`src/chglim_map.vh`:
```
// register offsets, field layouts, reset codes and limits for the charger limit registers
`ifndef CHGLIM_MAP_VH
`define CHGLIM_MAP_VH

// register offsets (byte addresses on the management bus)
`define CHGLIM_OFS_SYSMIN   8'h00
`define CHGLIM_OFS_CHARGE_VOLTAGE_TARGET_HI  8'h01
`define CHGLIM_OFS_CHARGE_VOLTAGE_TARGET_LO  8'h02
`define CHGLIM_OFS_CHARGE_CURRENT_TARGET_HI  8'h03
`define CHGLIM_OFS_CHARGE_CURRENT_TARGET_LO  8'h04
`define CHGLIM_OFS_VFLOOR   8'h05

// field widths
`define CHGLIM_SYSMIN_W 6
`define CHGLIM_CHARGE_VOLTAGE_TARGET_W   11
`define CHGLIM_CHARGE_CURRENT_TARGET_W   9
`define CHGLIM_VFLOOR_W 8

// minimum system voltage: 2500 mV offset, 250 mV step, codes 0..54 valid
`define CHGLIM_SYSMIN_MAX 6'h36
`define CHGLIM_SYSMIN_1S  6'h04
`define CHGLIM_SYSMIN_2S  6'h12
`define CHGLIM_SYSMIN_3S  6'h1a
`define CHGLIM_SYSMIN_4S  6'h26

// charge voltage: 10 mV step, 3000 mV..18800 mV
`define CHGLIM_CHARGE_VOLTAGE_TARGET_MIN 11'h12c
`define CHGLIM_CHARGE_VOLTAGE_TARGET_MAX 11'h758
`define CHGLIM_CHARGE_VOLTAGE_TARGET_1S  11'h1a4
`define CHGLIM_CHARGE_VOLTAGE_TARGET_2S  11'h348
`define CHGLIM_CHARGE_VOLTAGE_TARGET_3S  11'h4ec
`define CHGLIM_CHARGE_VOLTAGE_TARGET_4S  11'h690

// charge current: 10 mA step, 50 mA..3000 mA, default 1 A
`define CHGLIM_CHARGE_CURRENT_TARGET_MIN 9'h005
`define CHGLIM_CHARGE_CURRENT_TARGET_MAX 9'h12c
`define CHGLIM_CHARGE_CURRENT_TARGET_DEF 9'h064

// input voltage floor: 100 mV step, 3600 mV..22000 mV
`define CHGLIM_VFLOOR_MIN 8'h24
`define CHGLIM_VFLOOR_MAX 8'hdc
`define CHGLIM_VFLOOR_DEF 8'h24

`endif

```
`src/chglim_clamp.v`:
```
// range check for one written code against low and high limits
`timescale 1ns/1ps
`default_nettype none
module chglim_clamp #(
  parameter W = 8
) (
  input wire [W-1:0] code,     // code being written
  input wire [W-1:0] lo,       // least valid code
  input wire [W-1:0] hi,       // largest valid code
  input wire chk_lo,           // field is clamped low
  input wire chk_hi,           // field is clamped high
  output wire accept           // write may be stored
);
  // clamped fields simply refuse out-of-range codes, no saturation
  assign accept = !(chk_lo && (code < lo)) && !(chk_hi && (code > hi));
endmodule // chglim_clamp
`default_nettype wire

```
`src/chglim_regs.v`:
```
// charger regulation limit registers: byte-wide register bank with defaults
//
// How it works
// - sysmin code: 2500 mV offset, 250 mV steps
// - power-on sysmin from sensed cell count
// - charge_voltage_target 11 bits, 10 mV; upper bits zero
// - power-on charge_voltage_target from sensed cell count
// - charge_current_target 9 bits, 10 mA; default 64h
// - floor 8 bits, 100 mV; default 24h
// - adapter removal forces floor to 3600 mV
// - adapter plug loads floor from measurement
// - restore and watchdog leave floor alone
// - clamped-low fields drop writes below minimum
// - clamped-high fields drop writes above maximum
`timescale 1ns/1ps
`default_nettype none
`include "chglim_map.vh"
module chglim_regs (
  input wire clk,                 // 200 MHz system clock
  input wire rstn,                // async reset, active low
  input wire [7:0] reg_addr,      // register byte offset
  input wire reg_wr,              // one-cycle write strobe
  input wire [7:0] reg_wdata,     // write byte
  input wire reg_rd,              // one-cycle read strobe
  output reg [7:0] reg_rdata_ff,  // read byte, valid cycle after reg_rd
  input wire [1:0] cell_config_pin, // sensed cell count, 0=1s .. 3=4s
  input wire por_load,            // pulse: latch cell count defaults
  input wire reg_restore,         // pulse: register-restore command
  input wire wdog_expire,         // pulse: watchdog timer expired
  input wire adapter_plug,        // pulse: adapter connected
  input wire adapter_unplug,      // pulse: adapter removed
  input wire [7:0] input_supply_voltage, // floor code derived from input measurement
  output reg [5:0] min_system_voltage_setting_ff, // live sysmin code
  output reg [10:0] charge_voltage_target_ff,     // live charge_voltage_target code
  output reg [8:0] charge_current_target_ff,      // live charge_current_target code
  output reg [7:0] input_voltage_floor_ff         // live floor code
);

  // -------------------------------------------------------------------------
  // defaults
  // -------------------------------------------------------------------------
  reg [1:0] cells_ff; // cell count caught at power-on load
  reg [1:0] nxt_cells;

  function [5:0] sysmin_def;
    input [1:0] c;
    begin
      case (c)
        2'h0: sysmin_def = `CHGLIM_SYSMIN_1S;
        2'h1: sysmin_def = `CHGLIM_SYSMIN_2S;
        2'h2: sysmin_def = `CHGLIM_SYSMIN_3S;
        default: sysmin_def = `CHGLIM_SYSMIN_4S;
      endcase
    end
  endfunction

  function [10:0] charge_voltage_target_def;
    input [1:0] c;
    begin
      case (c)
        2'h0: charge_voltage_target_def = `CHGLIM_CHARGE_VOLTAGE_TARGET_1S;
        2'h1: charge_voltage_target_def = `CHGLIM_CHARGE_VOLTAGE_TARGET_2S;
        2'h2: charge_voltage_target_def = `CHGLIM_CHARGE_VOLTAGE_TARGET_3S;
        default: charge_voltage_target_def = `CHGLIM_CHARGE_VOLTAGE_TARGET_4S;
      endcase
    end
  endfunction

  // -------------------------------------------------------------------------
  // write decode and range checks
  // -------------------------------------------------------------------------
  // one comparator shape shared by every write strobe
  function ofs_hit;
    input [7:0] a;
    input [7:0] ofs;
    begin
      ofs_hit = (a == ofs);
    end
  endfunction

  wire wr_sysmin = reg_wr && ofs_hit(reg_addr, `CHGLIM_OFS_SYSMIN);
  wire wr_charge_voltage_target_hi = reg_wr && ofs_hit(reg_addr, `CHGLIM_OFS_CHARGE_VOLTAGE_TARGET_HI);
  wire wr_charge_voltage_target_lo = reg_wr && ofs_hit(reg_addr, `CHGLIM_OFS_CHARGE_VOLTAGE_TARGET_LO);
  wire wr_charge_current_target_hi = reg_wr && ofs_hit(reg_addr, `CHGLIM_OFS_CHARGE_CURRENT_TARGET_HI);
  wire wr_charge_current_target_lo = reg_wr && ofs_hit(reg_addr, `CHGLIM_OFS_CHARGE_CURRENT_TARGET_LO);
  wire wr_floor = reg_wr && ofs_hit(reg_addr, `CHGLIM_OFS_VFLOOR);

  // byte writes merge into the live word; check applies to the merged code
  wire [5:0] cand_sysmin = reg_wdata[5:0]; // reserved bits 7:6 dropped
  wire [10:0] cand_charge_voltage_target = wr_charge_voltage_target_hi ? {charge_voltage_target_ff[10:8], reg_wdata} :
                                       {reg_wdata[2:0], charge_voltage_target_ff[7:0]};
  wire [8:0] cand_charge_current_target = wr_charge_current_target_hi ? {charge_current_target_ff[8], reg_wdata} :
                                      {reg_wdata[0], charge_current_target_ff[7:0]};
  wire ok_sysmin;
  wire ok_charge_voltage_target;
  wire ok_charge_current_target;
  wire ok_floor;

  // sysmin is clamped high only; the low limit is never armed
  chglim_clamp #(.W(6)) u_clamp_sysmin (
    .code(cand_sysmin),
    .lo(6'h00),
    .hi(`CHGLIM_SYSMIN_MAX),
    .chk_lo(1'b0),
    .chk_hi(1'b1),
    .accept(ok_sysmin)
  );

  // charge_voltage_target is clamped low only, so codes above the range are still taken
  chglim_clamp #(.W(11)) u_clamp_charge_voltage_target (
    .code(cand_charge_voltage_target),
    .lo(`CHGLIM_CHARGE_VOLTAGE_TARGET_MIN),
    .hi(`CHGLIM_CHARGE_VOLTAGE_TARGET_MAX),
    .chk_lo(1'b1),
    .chk_hi(1'b0),
    .accept(ok_charge_voltage_target)
  );

  // charge_current_target is clamped low only
  chglim_clamp #(.W(9)) u_clamp_charge_current_target (
    .code(cand_charge_current_target),
    .lo(`CHGLIM_CHARGE_CURRENT_TARGET_MIN),
    .hi(`CHGLIM_CHARGE_CURRENT_TARGET_MAX),
    .chk_lo(1'b1),
    .chk_hi(1'b0),
    .accept(ok_charge_current_target)
  );

  // floor is clamped low only; a code loaded on plug-in bypasses this check
  chglim_clamp #(.W(8)) u_clamp_floor (
    .code(reg_wdata),
    .lo(`CHGLIM_VFLOOR_MIN),
    .hi(`CHGLIM_VFLOOR_MAX),
    .chk_lo(1'b1),
    .chk_hi(1'b0),
    .accept(ok_floor)
  );

  // -------------------------------------------------------------------------
  // event qualification
  // -------------------------------------------------------------------------
  // power-on load outranks everything, so every other event is masked by it
  wire ev_restore = reg_restore && !por_load;
  wire ev_charge_current_target_reload = (reg_restore || wdog_expire) && !por_load;
  wire ev_unplug = adapter_unplug && !por_load;
  // unplug wins over a same-cycle plug, so the floor ends at its lowest code
  wire ev_plug = adapter_plug && !adapter_unplug && !por_load;

  // accepted software writes; hardware events still override them below
  wire take_sysmin = wr_sysmin && ok_sysmin;
  wire take_charge_voltage_target = (wr_charge_voltage_target_hi || wr_charge_voltage_target_lo) && ok_charge_voltage_target;
  wire take_charge_current_target = (wr_charge_current_target_hi || wr_charge_current_target_lo) && ok_charge_current_target;
  wire take_floor = wr_floor && ok_floor;

  // -------------------------------------------------------------------------
  // next-state logic, priority: power-on load, restore/watchdog, adapter, write
  // -------------------------------------------------------------------------
  reg [5:0] nxt_sysmin;
  reg [10:0] nxt_charge_voltage_target;
  reg [8:0] nxt_charge_current_target;
  reg [7:0] nxt_floor;

  // cell pin latched on each por_load, so pin changes between loads have no effect
  always @* begin
    nxt_cells = cells_ff;
    if (por_load) begin
      nxt_cells = cell_config_pin;
    end
  end

  // sysmin: power-on and restore reload the cell-count default
  always @* begin
    nxt_sysmin = min_system_voltage_setting_ff;
    if (por_load) begin
      nxt_sysmin = sysmin_def(cell_config_pin);
    end else if (ev_restore) begin
      nxt_sysmin = sysmin_def(cells_ff);
    end else if (take_sysmin) begin
      nxt_sysmin = cand_sysmin;
    end
  end

  // charge_voltage_target: same reload pattern as sysmin
  always @* begin
    nxt_charge_voltage_target = charge_voltage_target_ff;
    if (por_load) begin
      nxt_charge_voltage_target = charge_voltage_target_def(cell_config_pin);
    end else if (ev_restore) begin
      nxt_charge_voltage_target = charge_voltage_target_def(cells_ff);
    end else if (take_charge_voltage_target) begin
      nxt_charge_voltage_target = cand_charge_voltage_target;
    end
  end

  // charge_current_target: one fixed default, reloaded by restore and by watchdog alike
  always @* begin
    nxt_charge_current_target = charge_current_target_ff;
    if (por_load) begin
      nxt_charge_current_target = `CHGLIM_CHARGE_CURRENT_TARGET_DEF;
    end else if (ev_charge_current_target_reload) begin
      nxt_charge_current_target = `CHGLIM_CHARGE_CURRENT_TARGET_DEF;
    end else if (take_charge_current_target) begin
      nxt_charge_current_target = cand_charge_current_target;
    end
  end

  // floor: only power-on load and adapter events move it in hardware, never restore or watchdog
  always @* begin
    nxt_floor = input_voltage_floor_ff;
    if (por_load) begin
      nxt_floor = `CHGLIM_VFLOOR_DEF;
    end else if (ev_unplug) begin
      nxt_floor = `CHGLIM_VFLOOR_DEF;
    end else if (ev_plug) begin
      nxt_floor = input_supply_voltage;
    end else if (take_floor) begin
      nxt_floor = reg_wdata;
    end
  end

  // -------------------------------------------------------------------------
  // register state
  // -------------------------------------------------------------------------
  // cell count: 1s until the first power-on load
  always @(posedge clk or negedge rstn) begin
    if (!rstn) begin
      cells_ff <= 2'h0;
    end else begin
      cells_ff <= nxt_cells;
    end
  end

  // sysmin resets to the 1s code, the lowest default, until por_load
  always @(posedge clk or negedge rstn) begin
    if (!rstn) begin
      min_system_voltage_setting_ff <= `CHGLIM_SYSMIN_1S;
    end else begin
      min_system_voltage_setting_ff <= nxt_sysmin;
    end
  end

  // charge_voltage_target resets to the 1s code so a reset never overcharges a single cell
  always @(posedge clk or negedge rstn) begin
    if (!rstn) begin
      charge_voltage_target_ff <= `CHGLIM_CHARGE_VOLTAGE_TARGET_1S;
    end else begin
      charge_voltage_target_ff <= nxt_charge_voltage_target;
    end
  end

  // charge_current_target resets to 1 A whatever the cell count
  always @(posedge clk or negedge rstn) begin
    if (!rstn) begin
      charge_current_target_ff <= `CHGLIM_CHARGE_CURRENT_TARGET_DEF;
    end else begin
      charge_current_target_ff <= nxt_charge_current_target;
    end
  end

  // floor resets to its lowest code
  always @(posedge clk or negedge rstn) begin
    if (!rstn) begin
      input_voltage_floor_ff <= `CHGLIM_VFLOOR_DEF;
    end else begin
      input_voltage_floor_ff <= nxt_floor;
    end
  end

  // -------------------------------------------------------------------------
  // register images
  // -------------------------------------------------------------------------
  // reserved bits are tied low here rather than stored, so no write reaches them
  wire [7:0] img_sysmin = {2'h0, min_system_voltage_setting_ff};
  wire [15:0] img_charge_voltage_target = {5'h00, charge_voltage_target_ff};
  wire [15:0] img_charge_current_target = {7'h00, charge_current_target_ff};
  wire [7:0] img_floor = input_voltage_floor_ff;

  // -------------------------------------------------------------------------
  // read path
  // -------------------------------------------------------------------------
  reg [7:0] nxt_rdata;

  // unlisted offsets read zero; the host is expected not to write them
  always @* begin
    case (reg_addr)
      `CHGLIM_OFS_SYSMIN: nxt_rdata = img_sysmin;
      `CHGLIM_OFS_CHARGE_VOLTAGE_TARGET_HI: nxt_rdata = img_charge_voltage_target[7:0];
      `CHGLIM_OFS_CHARGE_VOLTAGE_TARGET_LO: nxt_rdata = img_charge_voltage_target[15:8];
      `CHGLIM_OFS_CHARGE_CURRENT_TARGET_HI: nxt_rdata = img_charge_current_target[7:0];
      `CHGLIM_OFS_CHARGE_CURRENT_TARGET_LO: nxt_rdata = img_charge_current_target[15:8];
      `CHGLIM_OFS_VFLOOR: nxt_rdata = img_floor;
      default: nxt_rdata = 8'h00;
    endcase
  end

  always @(posedge clk or negedge rstn) begin
    if (!rstn) begin
      reg_rdata_ff <= 8'h00;
    end else if (reg_rd) begin
      reg_rdata_ff <= nxt_rdata;
    end
  end

endmodule // chglim_regs
`default_nettype wire

```
`config.mk`:
```
export PLATFORM = sky130hd
export DESIGN_NAME = chglim_regs
export DESIGN_NICKNAME = d
export VERILOG_FILES = /design/src/chglim_clamp.v /design/src/chglim_regs.v
export VERILOG_INCLUDE_DIRS = /design/src
export SDC_FILE = /design/constraint.sdc
export NUM_CORES = 1
export LEC_CHECK = 0
export BUFFER_PORTS_ARGS = -buffer_cell sky130_fd_sc_hd__buf_2
export CAP_MARGIN = 20
export CORE_MARGIN = 2
export CORE_UTILIZATION = 35
export CTS_CLUSTER_DIAMETER = 40
export DETAILED_ROUTE_END_ITERATION = 8
export REMOVE_ABC_BUFFERS = 1
export SLEW_MARGIN = 15
export SYNTH_ARGS = -nofsm -noshare
export SYNTH_HDL_FRONTEND = slang
export SYNTH_SLANG_ARGS = --single-unit
```
`constraint.sdc`:
```
create_clock -name clk -period 2.7 [get_ports clk]
set_clock_uncertainty 0.1 [all_clocks]
set_input_delay 0.27 -clock clk [delete_from_list [all_inputs] [get_ports clk]]
set_output_delay 0.27 -clock clk [all_outputs]
set_load 0.03 [all_outputs]
```
# ---- Word level (Yosys, flattened, before mapping)
# Cells that the tools add are included.
dict set report op_classes {
  magnitude_cmp 4
  n_eq_ne 9
  n_mux 20
  reduce_logical 31
}
# operator count
set ops {}
lappend ops {{11-bit one-hot mux with 3 select lines} 2}
lappend ops {{8-bit one-hot mux with 6 select lines} 1}
lappend ops {{11-bit two-way mux} 4}
lappend ops {{9-bit two-way mux} 4}
lappend ops {{6-bit one-hot mux with 3 select lines} 2}
lappend ops {{8-bit two-way mux} 4}
lappend ops {{6-bit two-way mux} 3}
lappend ops {{8-bit by 2-bit == test with 1-bit output (second input constant)} 2}
lappend ops {{8-bit by 3-bit == test with 1-bit output (second input constant)} 2}
lappend ops {{1-bit logical AND} 15}
lappend ops {{11-bit by 9-bit < comparator with 1-bit output (second input constant)} 1}
lappend ops {{9-bit by 3-bit < comparator with 1-bit output (second input constant)} 1}
lappend ops {{3-bit nonzero test} 3}
lappend ops {{8-bit by 1-bit == test with 1-bit output (second input constant)} 1}
lappend ops {{8-bit zero test} 1}
lappend ops {{8-bit by 6-bit < comparator with 1-bit output (second input constant)} 1}
lappend ops {{6-bit greater-than comparator (second input constant)} 1}
lappend ops {{1-bit zero test} 6}
lappend ops {{2-bit by 1-bit == test with 1-bit output (second input constant)} 2}
lappend ops {{2-bit == test (second input constant)} 2}
lappend ops {{2-bit zero test} 2}
lappend ops {{4-bit nonzero test} 1}
lappend ops {{1-bit logical OR} 3}
dict set report totals {
  ff_bits 44
  inputBits 35
  output_inout_bits 42
  wordCells 70
}

# ---- Logic depth before layout (Yosys ltp)
dict set report logic_depth {
  word_depth 9
  ltp_mapped 7
  ltp_nobuf 7
}

# ---- Modules after synthesis
# From an unflattened synthesis, not the netlist that was laid out.
dict set report hier_totals {
  hier_cells 540
  area_unflattened_um2 4566.9
}
# mod n_inst cells_per_inst area_each_um2 seq_area_each_um2
set modules_own_cells {}
lappend modules_own_cells {chglim_regs 1 312 2907.8 1113.6}
lappend modules_own_cells {{chglim_clamp at u_clamp_charge_voltage_target} 1 74 535.5 0.0}
lappend modules_own_cells {{chglim_clamp at u_clamp_charge_current_target} 1 62 437.9 0.0}
lappend modules_own_cells {{chglim_clamp at u_clamp_floor} 1 51 389.1 0.0}
lappend modules_own_cells {{chglim_clamp at u_clamp_sysmin} 1 41 296.5 0.0}

# ---- Worst setup path before layout
# Ideal clock, no wire load.
dict set report synth_timing {
  path_type {input to register}
  from {input reg_addr[5]}
  to {register charge_voltage_target_ff[6]}
  setup_ns 0.126
  arrival_ns 1.891
  required_ns 2.474
  slack_ns 0.583
  stages 6
  path_buffers 1
  path_cell_list {or4_1 > buf_2 > nor3_4 > mux2i_1 > nor2b_2 > o32a_1}
}
dict set report synth_between {
  elab_chain_len 7
  word_cells_on_any_way 13
  classes_between {1 x order compare; 2 x eq/ne; 4 x mux; 6 x reduce/logical}
}
# element line_no
set synth_rtl {}
lappend synth_rtl {{from (decl)} chglim_regs.v:21} ;# input wire [7:0] reg_addr,
lappend synth_rtl {{8-bit by 1-bit == test with 1-bit output} chglim_regs.v:77} ;# ofs_hit = (a == ofs);
lappend synth_rtl {{1-bit logical AND} chglim_regs.v:82} ;# wire wr_charge_voltage_target_hi = reg_wr && ofs_hit(reg_addr, `CHGLIM_OFS_CHARGE_VOLTAGE_TARGET_HI);
lappend synth_rtl {{11-bit two-way mux} chglim_regs.v:90} ;# wire [10:0] cand_charge_voltage_target = wr_charge_voltage_target_hi ? {charge_voltage_target_ff[10:8], reg_wd ...
lappend synth_rtl {{11-bit by 9-bit < comparator with 1-bit output} chglim_clamp.v:15} ;# assign accept = !(chk_lo && (code < lo)) && !(chk_hi && (code > hi));
lappend synth_rtl {{1-bit zero test} chglim_clamp.v:15}
lappend synth_rtl {{1-bit logical AND} chglim_regs.v:151} ;# wire take_charge_voltage_target = (wr_charge_voltage_target_hi || wr_charge_voltage_target_lo) && ok_charge_vo ...
lappend synth_rtl {{3-bit nonzero test (no line)} --}
lappend synth_rtl {{to (signal assigned)} chglim_regs.v:245} ;# charge_voltage_target_ff <= `CHGLIM_CHARGE_VOLTAGE_TARGET_1S;
lappend synth_rtl {{to (signal assigned)} chglim_regs.v:247} ;# charge_voltage_target_ff <= nxt_charge_voltage_target;
lappend synth_rtl {{to (decl)} chglim_regs.v:34} ;# output reg [10:0] charge_voltage_target_ff,
# Parallel ways exist; a longest one is shown, timed or not. The select of a mux whose other input is x is not followed.
# A chain may end at the register's enable or synchronous reset.

# ---- Worst setup path in the final report
# Ends and elaborated chain as after synthesis.

==> impl_results.html <==
<table>
<tr><th>Metric</th><th>Value</th></tr>
<tr><th colspan="2">Run status</th></tr>
<tr><td>Status</td><td>finished, final reports clean</td></tr>
<tr><th colspan="2">Clock network</th></tr>
<tr><td>Clock tree from TritonCTS</td><td>built</td></tr>
<tr><td># resized after CTS</td><td>0</td></tr>
<tr><td>Buffers inserted during post-CTS setup optimization</td><td>0</td></tr>
<tr><td>Total CTS buffers</td><td>5</td></tr>
<tr><td>CTS root buf</td><td>sky130_fd_sc_hd__clkbuf_8</td></tr>
<tr><td>Count of H-tree levels built during CTS</td><td>2</td></tr>
<tr><td>Maximum number of buffers from clock root to sink</td><td>2</td></tr>
<tr><td>Reg clk slew, reported paths</td><td>0.09 ns</td></tr>
<tr><td>Hold buffers post-CTS</td><td>0</td></tr>
<tr><td>Clock sink count</td><td>44</td></tr>
<tr><td>Clock insertion delay at the later pin of the skew report</td><td>0.30 ns</td></tr>
<tr><th colspan="2">Synth</th></tr>
<tr><td>Count of different cell masters after synthesis</td><td>56</td></tr>
<tr><td>Mean cell area of the mapped netlist</td><td>9.114 µm²</td></tr>
<tr><td>Sequential share of the synthesized area</td><td>39.93%</td></tr>
<tr><td>Synth warn</td><td>0</td></tr>
<tr><td>Cell count after synthesis</td><td>306</td></tr>
<tr><td>Primary FF master, synth</td><td>sky130_fd_sc_hd__dfrtp_1</td></tr>
<tr><td>Ys async rst share</td><td>100.0%</td></tr>
<tr><td>Post-Synthesis Cell Area</td><td>2789 µm²</td></tr>
<tr><td>Number of enable flip-flop cells after synthesis</td><td>0</td></tr>
<tr><td>Number of synthesized register bits</td><td>44</td></tr>
<tr><th colspan="2">Power and ir drop</th></tr>
<tr><td>Max IR drop VDD</td><td>175.7 µV</td></tr>
<tr><td>Leak pwr</td><td>1.551 nW</td></tr>
<tr><td>Cell area power density</td><td>461.5 nW/µm²</td></tr>
<tr><td>Net switching power of the design</td><td>0.5237 mW</td></tr>
<tr><td>Sw Ratio</td><td>33.59%</td></tr>
<tr><td>Comb power frac</td><td>23.2%</td></tr>
<tr><td>Internal power</td><td>1.036 mW</td></tr>
<tr><td>Clk network pwr share</td><td>28.5%</td></tr>
<tr><td>Share of power burned in registers</td><td>48.3%</td></tr>
<tr><th colspan="2">Routing</th></tr>
<tr><td># DRC</td><td>0</td></tr>
<tr><td>Wire length on met2</td><td>3885 µm</td></tr>
<tr><td>Post-DRT Antenna Nets</td><td>0</td></tr>
<tr><td>Number of vias after detailed routing</td><td>2733</td></tr>
<tr><td>Average wire per standard cell</td><td>18.81 µm</td></tr>
<tr><td>Highest metal layer with signal wires</td><td>met4</td></tr>
<tr><td>Count of routing violations after the opening detailed-route iteration</td><td>199</td></tr>
<tr><td>Met3 wire length</td><td>717 µm</td></tr>
<tr><td>Iteration count of the initial detailed-routing pass</td><td>5</td></tr>
<tr><td>Routed metal-1 wire length</td><td>4241 µm</td></tr>
<tr><td>Via density per instance</td><td>5.694</td></tr>
<tr><td>Final Routed Wirelength</td><td>9028 µm</td></tr>
<tr><th colspan="2">Die</th></tr>
<tr><td>Die Ht</td><td>93.27 µm</td></tr>
<tr><td>Starting utilization of the core area</td><td>36.09%</td></tr>
<tr><td>Std-Cell Core Area</td><td>7727 µm²</td></tr>
<tr><td>Width of the die</td><td>93.27 µm</td></tr>
<tr><td>Total die area</td><td>8698 µm²</td></tr>
<tr><td>IO Pins</td><td>77</td></tr>
<tr><td>Count of standard-cell rows</td><td>32</td></tr>
<tr><th colspan="2">STA</th></tr>
<tr><td>Final-layout worst hold slack</td><td>0.1128 ns</td></tr>
<tr><td>F_max</td><td>0.4556 GHz</td></tr>
<tr><td>RSZ-0062 raised after global routing</td><td>false</td></tr>
<tr><td>Max_slew headroom</td><td>56.68%</td></tr>
<tr><td>Final worst path period share</td><td>81.30%</td></tr>
<tr><td>Hold violation count in the final report</td><td>0</td></tr>
<tr><td>Slew at the pin closest to its max-slew limit</td><td>0.6449 ns</td></tr>
<tr><td>Count of final max-slew check failures</td><td>0</td></tr>
<tr><td>Final-report setup violation count</td><td>0</td></tr>
<tr><td>Total Negative Setup Slacks</td><td>0 ns</td></tr>
<tr><td>Shortest clock period the worst path allows after layout</td><td>2.195 ns</td></tr>
<tr><th colspan="2">GRT</th></tr>
<tr><td>Vias in the first global route</td><td>2641</td></tr>
<tr><td>Pin count of the biggest net entering global routing</td><td>45</td></tr>
<tr><td>Global router's overall resource usage</td><td>21.33%</td></tr>
<tr><td>Global-route wire length before repair</td><td>14280 µm</td></tr>
<tr><td>Aggregate global routing overflow</td><td>0</td></tr>
<tr><td>Initial antenna violation count</td><td>0</td></tr>
<tr><th colspan="2">Critical path</th></tr>
<tr><td>Critical path peak fanout</td><td>6</td></tr>
<tr><td>Type of element launching the critical path</td><td>input port</td></tr>
<tr><td>Type of the worst setup path</td><td>input port to flop</td></tr>
<tr><td>CP Data Required Time</td><td>2.80 ns</td></tr>
<tr><td>Arrival @ worst endpoint</td><td>2.29 ns</td></tr>
<tr><td>Category of the worst setup path capture point</td><td>flop</td></tr>
<tr><th colspan="2">Final layout</th></tr>
<tr><td>Most common library cell in the layout ignoring fill and taps</td><td>sky130_fd_sc_hd__buf_2</td></tr>
<tr><td>Diodes inserted</td><td>0</td></tr>
<tr><td>Total number of nets in the final design</td><td>424</td></tr>
<tr><td>Fraction of layout cells with a size suffix above 1</td><td>31.48%</td></tr>
<tr><td>Most frequent cells in the layout</td><td>76 x sky130_fd_sc_hd__buf_2, 34 x sky130_fd_sc_hd__dfrtp_1, 32 x sky130_fd_sc_hd__nand2_1, 28 x sky130_fd_sc_hd__nor2_1, 23 x sky130_fd_sc_hd__o21ai_0</td></tr>
<tr><td>Area Growth Syn to Fin</td><td>21.13%</td></tr>
<tr><td>Layout Cell Area excl Fill</td><td>3378 µm²</td></tr>
<tr><th colspan="2">Placed design</th></tr>
<tr><td>DP Wirelength</td><td>6809 µm</td></tr>
<tr><td>Count of port buffers added during placement</td><td>76</td></tr>
<tr><td>Placed Instance Area</td><td>3254 µm²</td></tr>
<tr><td>Final RePlAce weighted congestion</td><td>0.8745</td></tr>
<tr><th colspan="2">Hold path</th></tr>
<tr><td>Worst min-delay path category</td><td>input port to flop</td></tr>
<tr><th colspan="2">Flow run</th></tr>
<tr><td>Max-cap violations</td><td>0</td></tr>
</table>
==> path summary, 6_finish.rpt <==
path                                                  startpoint                                            to  slack, ns  depth (start not counted)
setup / recovery                                     reg_addr[5]       charge_voltage_target_ff[6]$_DFFE_PN0P_       0.50                          6
hold / removal                                       wdog_expire       charge_current_target_ff[5]$_DFFE_PN1P_       0.11                          3
setup reg to reg                         cells_ff[0]$_DFFE_PN0P_       charge_voltage_target_ff[5]$_DFFE_PN1P_       0.50                          6
hold reg to reg            input_voltage_floor_ff[2]$_DFFE_PN1P_         input_voltage_floor_ff[2]$_DFFE_PN1P_       0.41                          2
max in group asynchronous                                   rstn       charge_voltage_target_ff[8]$_DFFE_PN1P_       1.68                          3
min in group asynchronous                                   rstn  min_system_voltage_setting_ff[0]$_DFFE_PN0P_       0.28                          2
==> state kept, by name, indices dropped and copies added (netlist names) <==
name                           flops
charge_voltage_target_ff          11
charge_current_target_ff           9
input_voltage_floor_ff             8
reg_rdata_ff                       8
min_system_voltage_setting_ff      6
cells_ff                           2
==> cell usage after synthesis (2+ instances only) <==
library cell / instances / area, µm²
sky130_fd_sc_hd__a211oi_1: 2 / 15.01
sky130_fd_sc_hd__a21oi_1: 11 / 55.05
sky130_fd_sc_hd__a221oi_1: 3 / 26.28
sky130_fd_sc_hd__a222oi_1: 3 / 30.03
sky130_fd_sc_hd__a22o_1: 2 / 17.52
sky130_fd_sc_hd__a22oi_1: 6 / 45.04
sky130_fd_sc_hd__a2bb2oi_1: 2 / 17.52
sky130_fd_sc_hd__a31oi_1: 4 / 25.02
sky130_fd_sc_hd__a32oi_1: 3 / 26.28
sky130_fd_sc_hd__buf_1: 4 / 15.01
sky130_fd_sc_hd__buf_2: 4 / 20.02
sky130_fd_sc_hd__clkbuf_1: 10 / 37.54
sky130_fd_sc_hd__dfrtp_1: 34 / 850.8
sky130_fd_sc_hd__dfstp_2: 10 / 262.8
sky130_fd_sc_hd__ha_1: 12 / 150.1
sky130_fd_sc_hd__inv_1: 19 / 71.32
sky130_fd_sc_hd__mux2_2: 6 / 67.56
sky130_fd_sc_hd__mux2i_1: 17 / 170.2
sky130_fd_sc_hd__nand2_1: 32 / 120.1
sky130_fd_sc_hd__nand2b_1: 3 / 18.77
sky130_fd_sc_hd__nand3_1: 5 / 25.02
sky130_fd_sc_hd__nand4_1: 2 / 12.51
sky130_fd_sc_hd__nor2_1: 28 / 105.1
sky130_fd_sc_hd__nor2b_1: 5 / 31.28
sky130_fd_sc_hd__nor3_1: 2 / 10.01
sky130_fd_sc_hd__nor4_1: 3 / 18.77
sky130_fd_sc_hd__o211ai_1: 3 / 22.52
sky130_fd_sc_hd__o21ai_0: 23 / 115.1
sky130_fd_sc_hd__o221a_2: 4 / 45.04
sky130_fd_sc_hd__o22a_1: 2 / 17.52
sky130_fd_sc_hd__o22ai_1: 12 / 75.07
sky130_fd_sc_hd__o32a_1: 4 / 40.04
sky130_fd_sc_hd__or3_1: 2 / 12.51
sky130_fd_sc_hd__or3b_2: 2 / 17.52
==> power groups by stage <==
stage / Clock [mW] / Sequential (mW) / Combinational (mW)
2_1_floorplan: 0 / 0.817 / 0.133
3_3_place_gp: 0 / 0.764 / 0.351
3_5_place_dp: 0 / 0.764 / 0.355
4_1_cts: 0.453 / 0.751 / 0.357
5_1_grt: 0.482 / 0.757 / 0.395
6_report: 0.445 / 0.753 / 0.362
==> critical path, cell delays in order <==
cell and delay, ns:
sky130_fd_sc_hd__buf_2 0.11, sky130_fd_sc_hd__or4_1 0.68, sky130_fd_sc_hd__nor3_4 0.34, sky130_fd_sc_hd__mux2i_1 0.45, sky130_fd_sc_hd__nor2b_2 0.14, sky130_fd_sc_hd__o32a_1 0.30
==> metrics by stage <==
stage | total power, mW | worst slack (ns) | std cells | util (%)
after floorplan | 0.9500 | 0.3877 | 287 | -
after global placement | 1.115 | 0.2374 | 470 | 42.11
after detailed placement | 1.119 | 0.2058 | 470 | 42.11
after CTS | 1.561 | 0.5220 | 478 | 43.33
after global routing | 1.634 | 0.3524 | 480 | 43.72
final | 1.559 | 0.5049 | 480 | 43.72
==> metal layers <==
layer	up-vias	GRT usage, %
met5	-	0
met4	0	6.985
met3	20	4.271
met2	144	31.24
met1	1300	31.38
li1	1269	-
==> cell type report <==
type | count | area [µm²]
timing repair buffer | 83 | 447.9
sequential | 44 | 1114
multi-input combinational | 224 | 1524
inverter | 19 | 71.32
fill | 813 | 4349
clock inverter | 1 | 7.507
tap | 102 | 127.6
clock buffer | 7 | 86.33
==> logic make-up after synthesis <==
family,after synthesis,share of synthesized area [%]
compound gates,92,23.28
fa+ha+maj,12,5.383
buf+inv,38,5.429
flops,44,39.93
mux,23,8.524
simple gates,97,17.45
(Power assumes the default switching activity.)
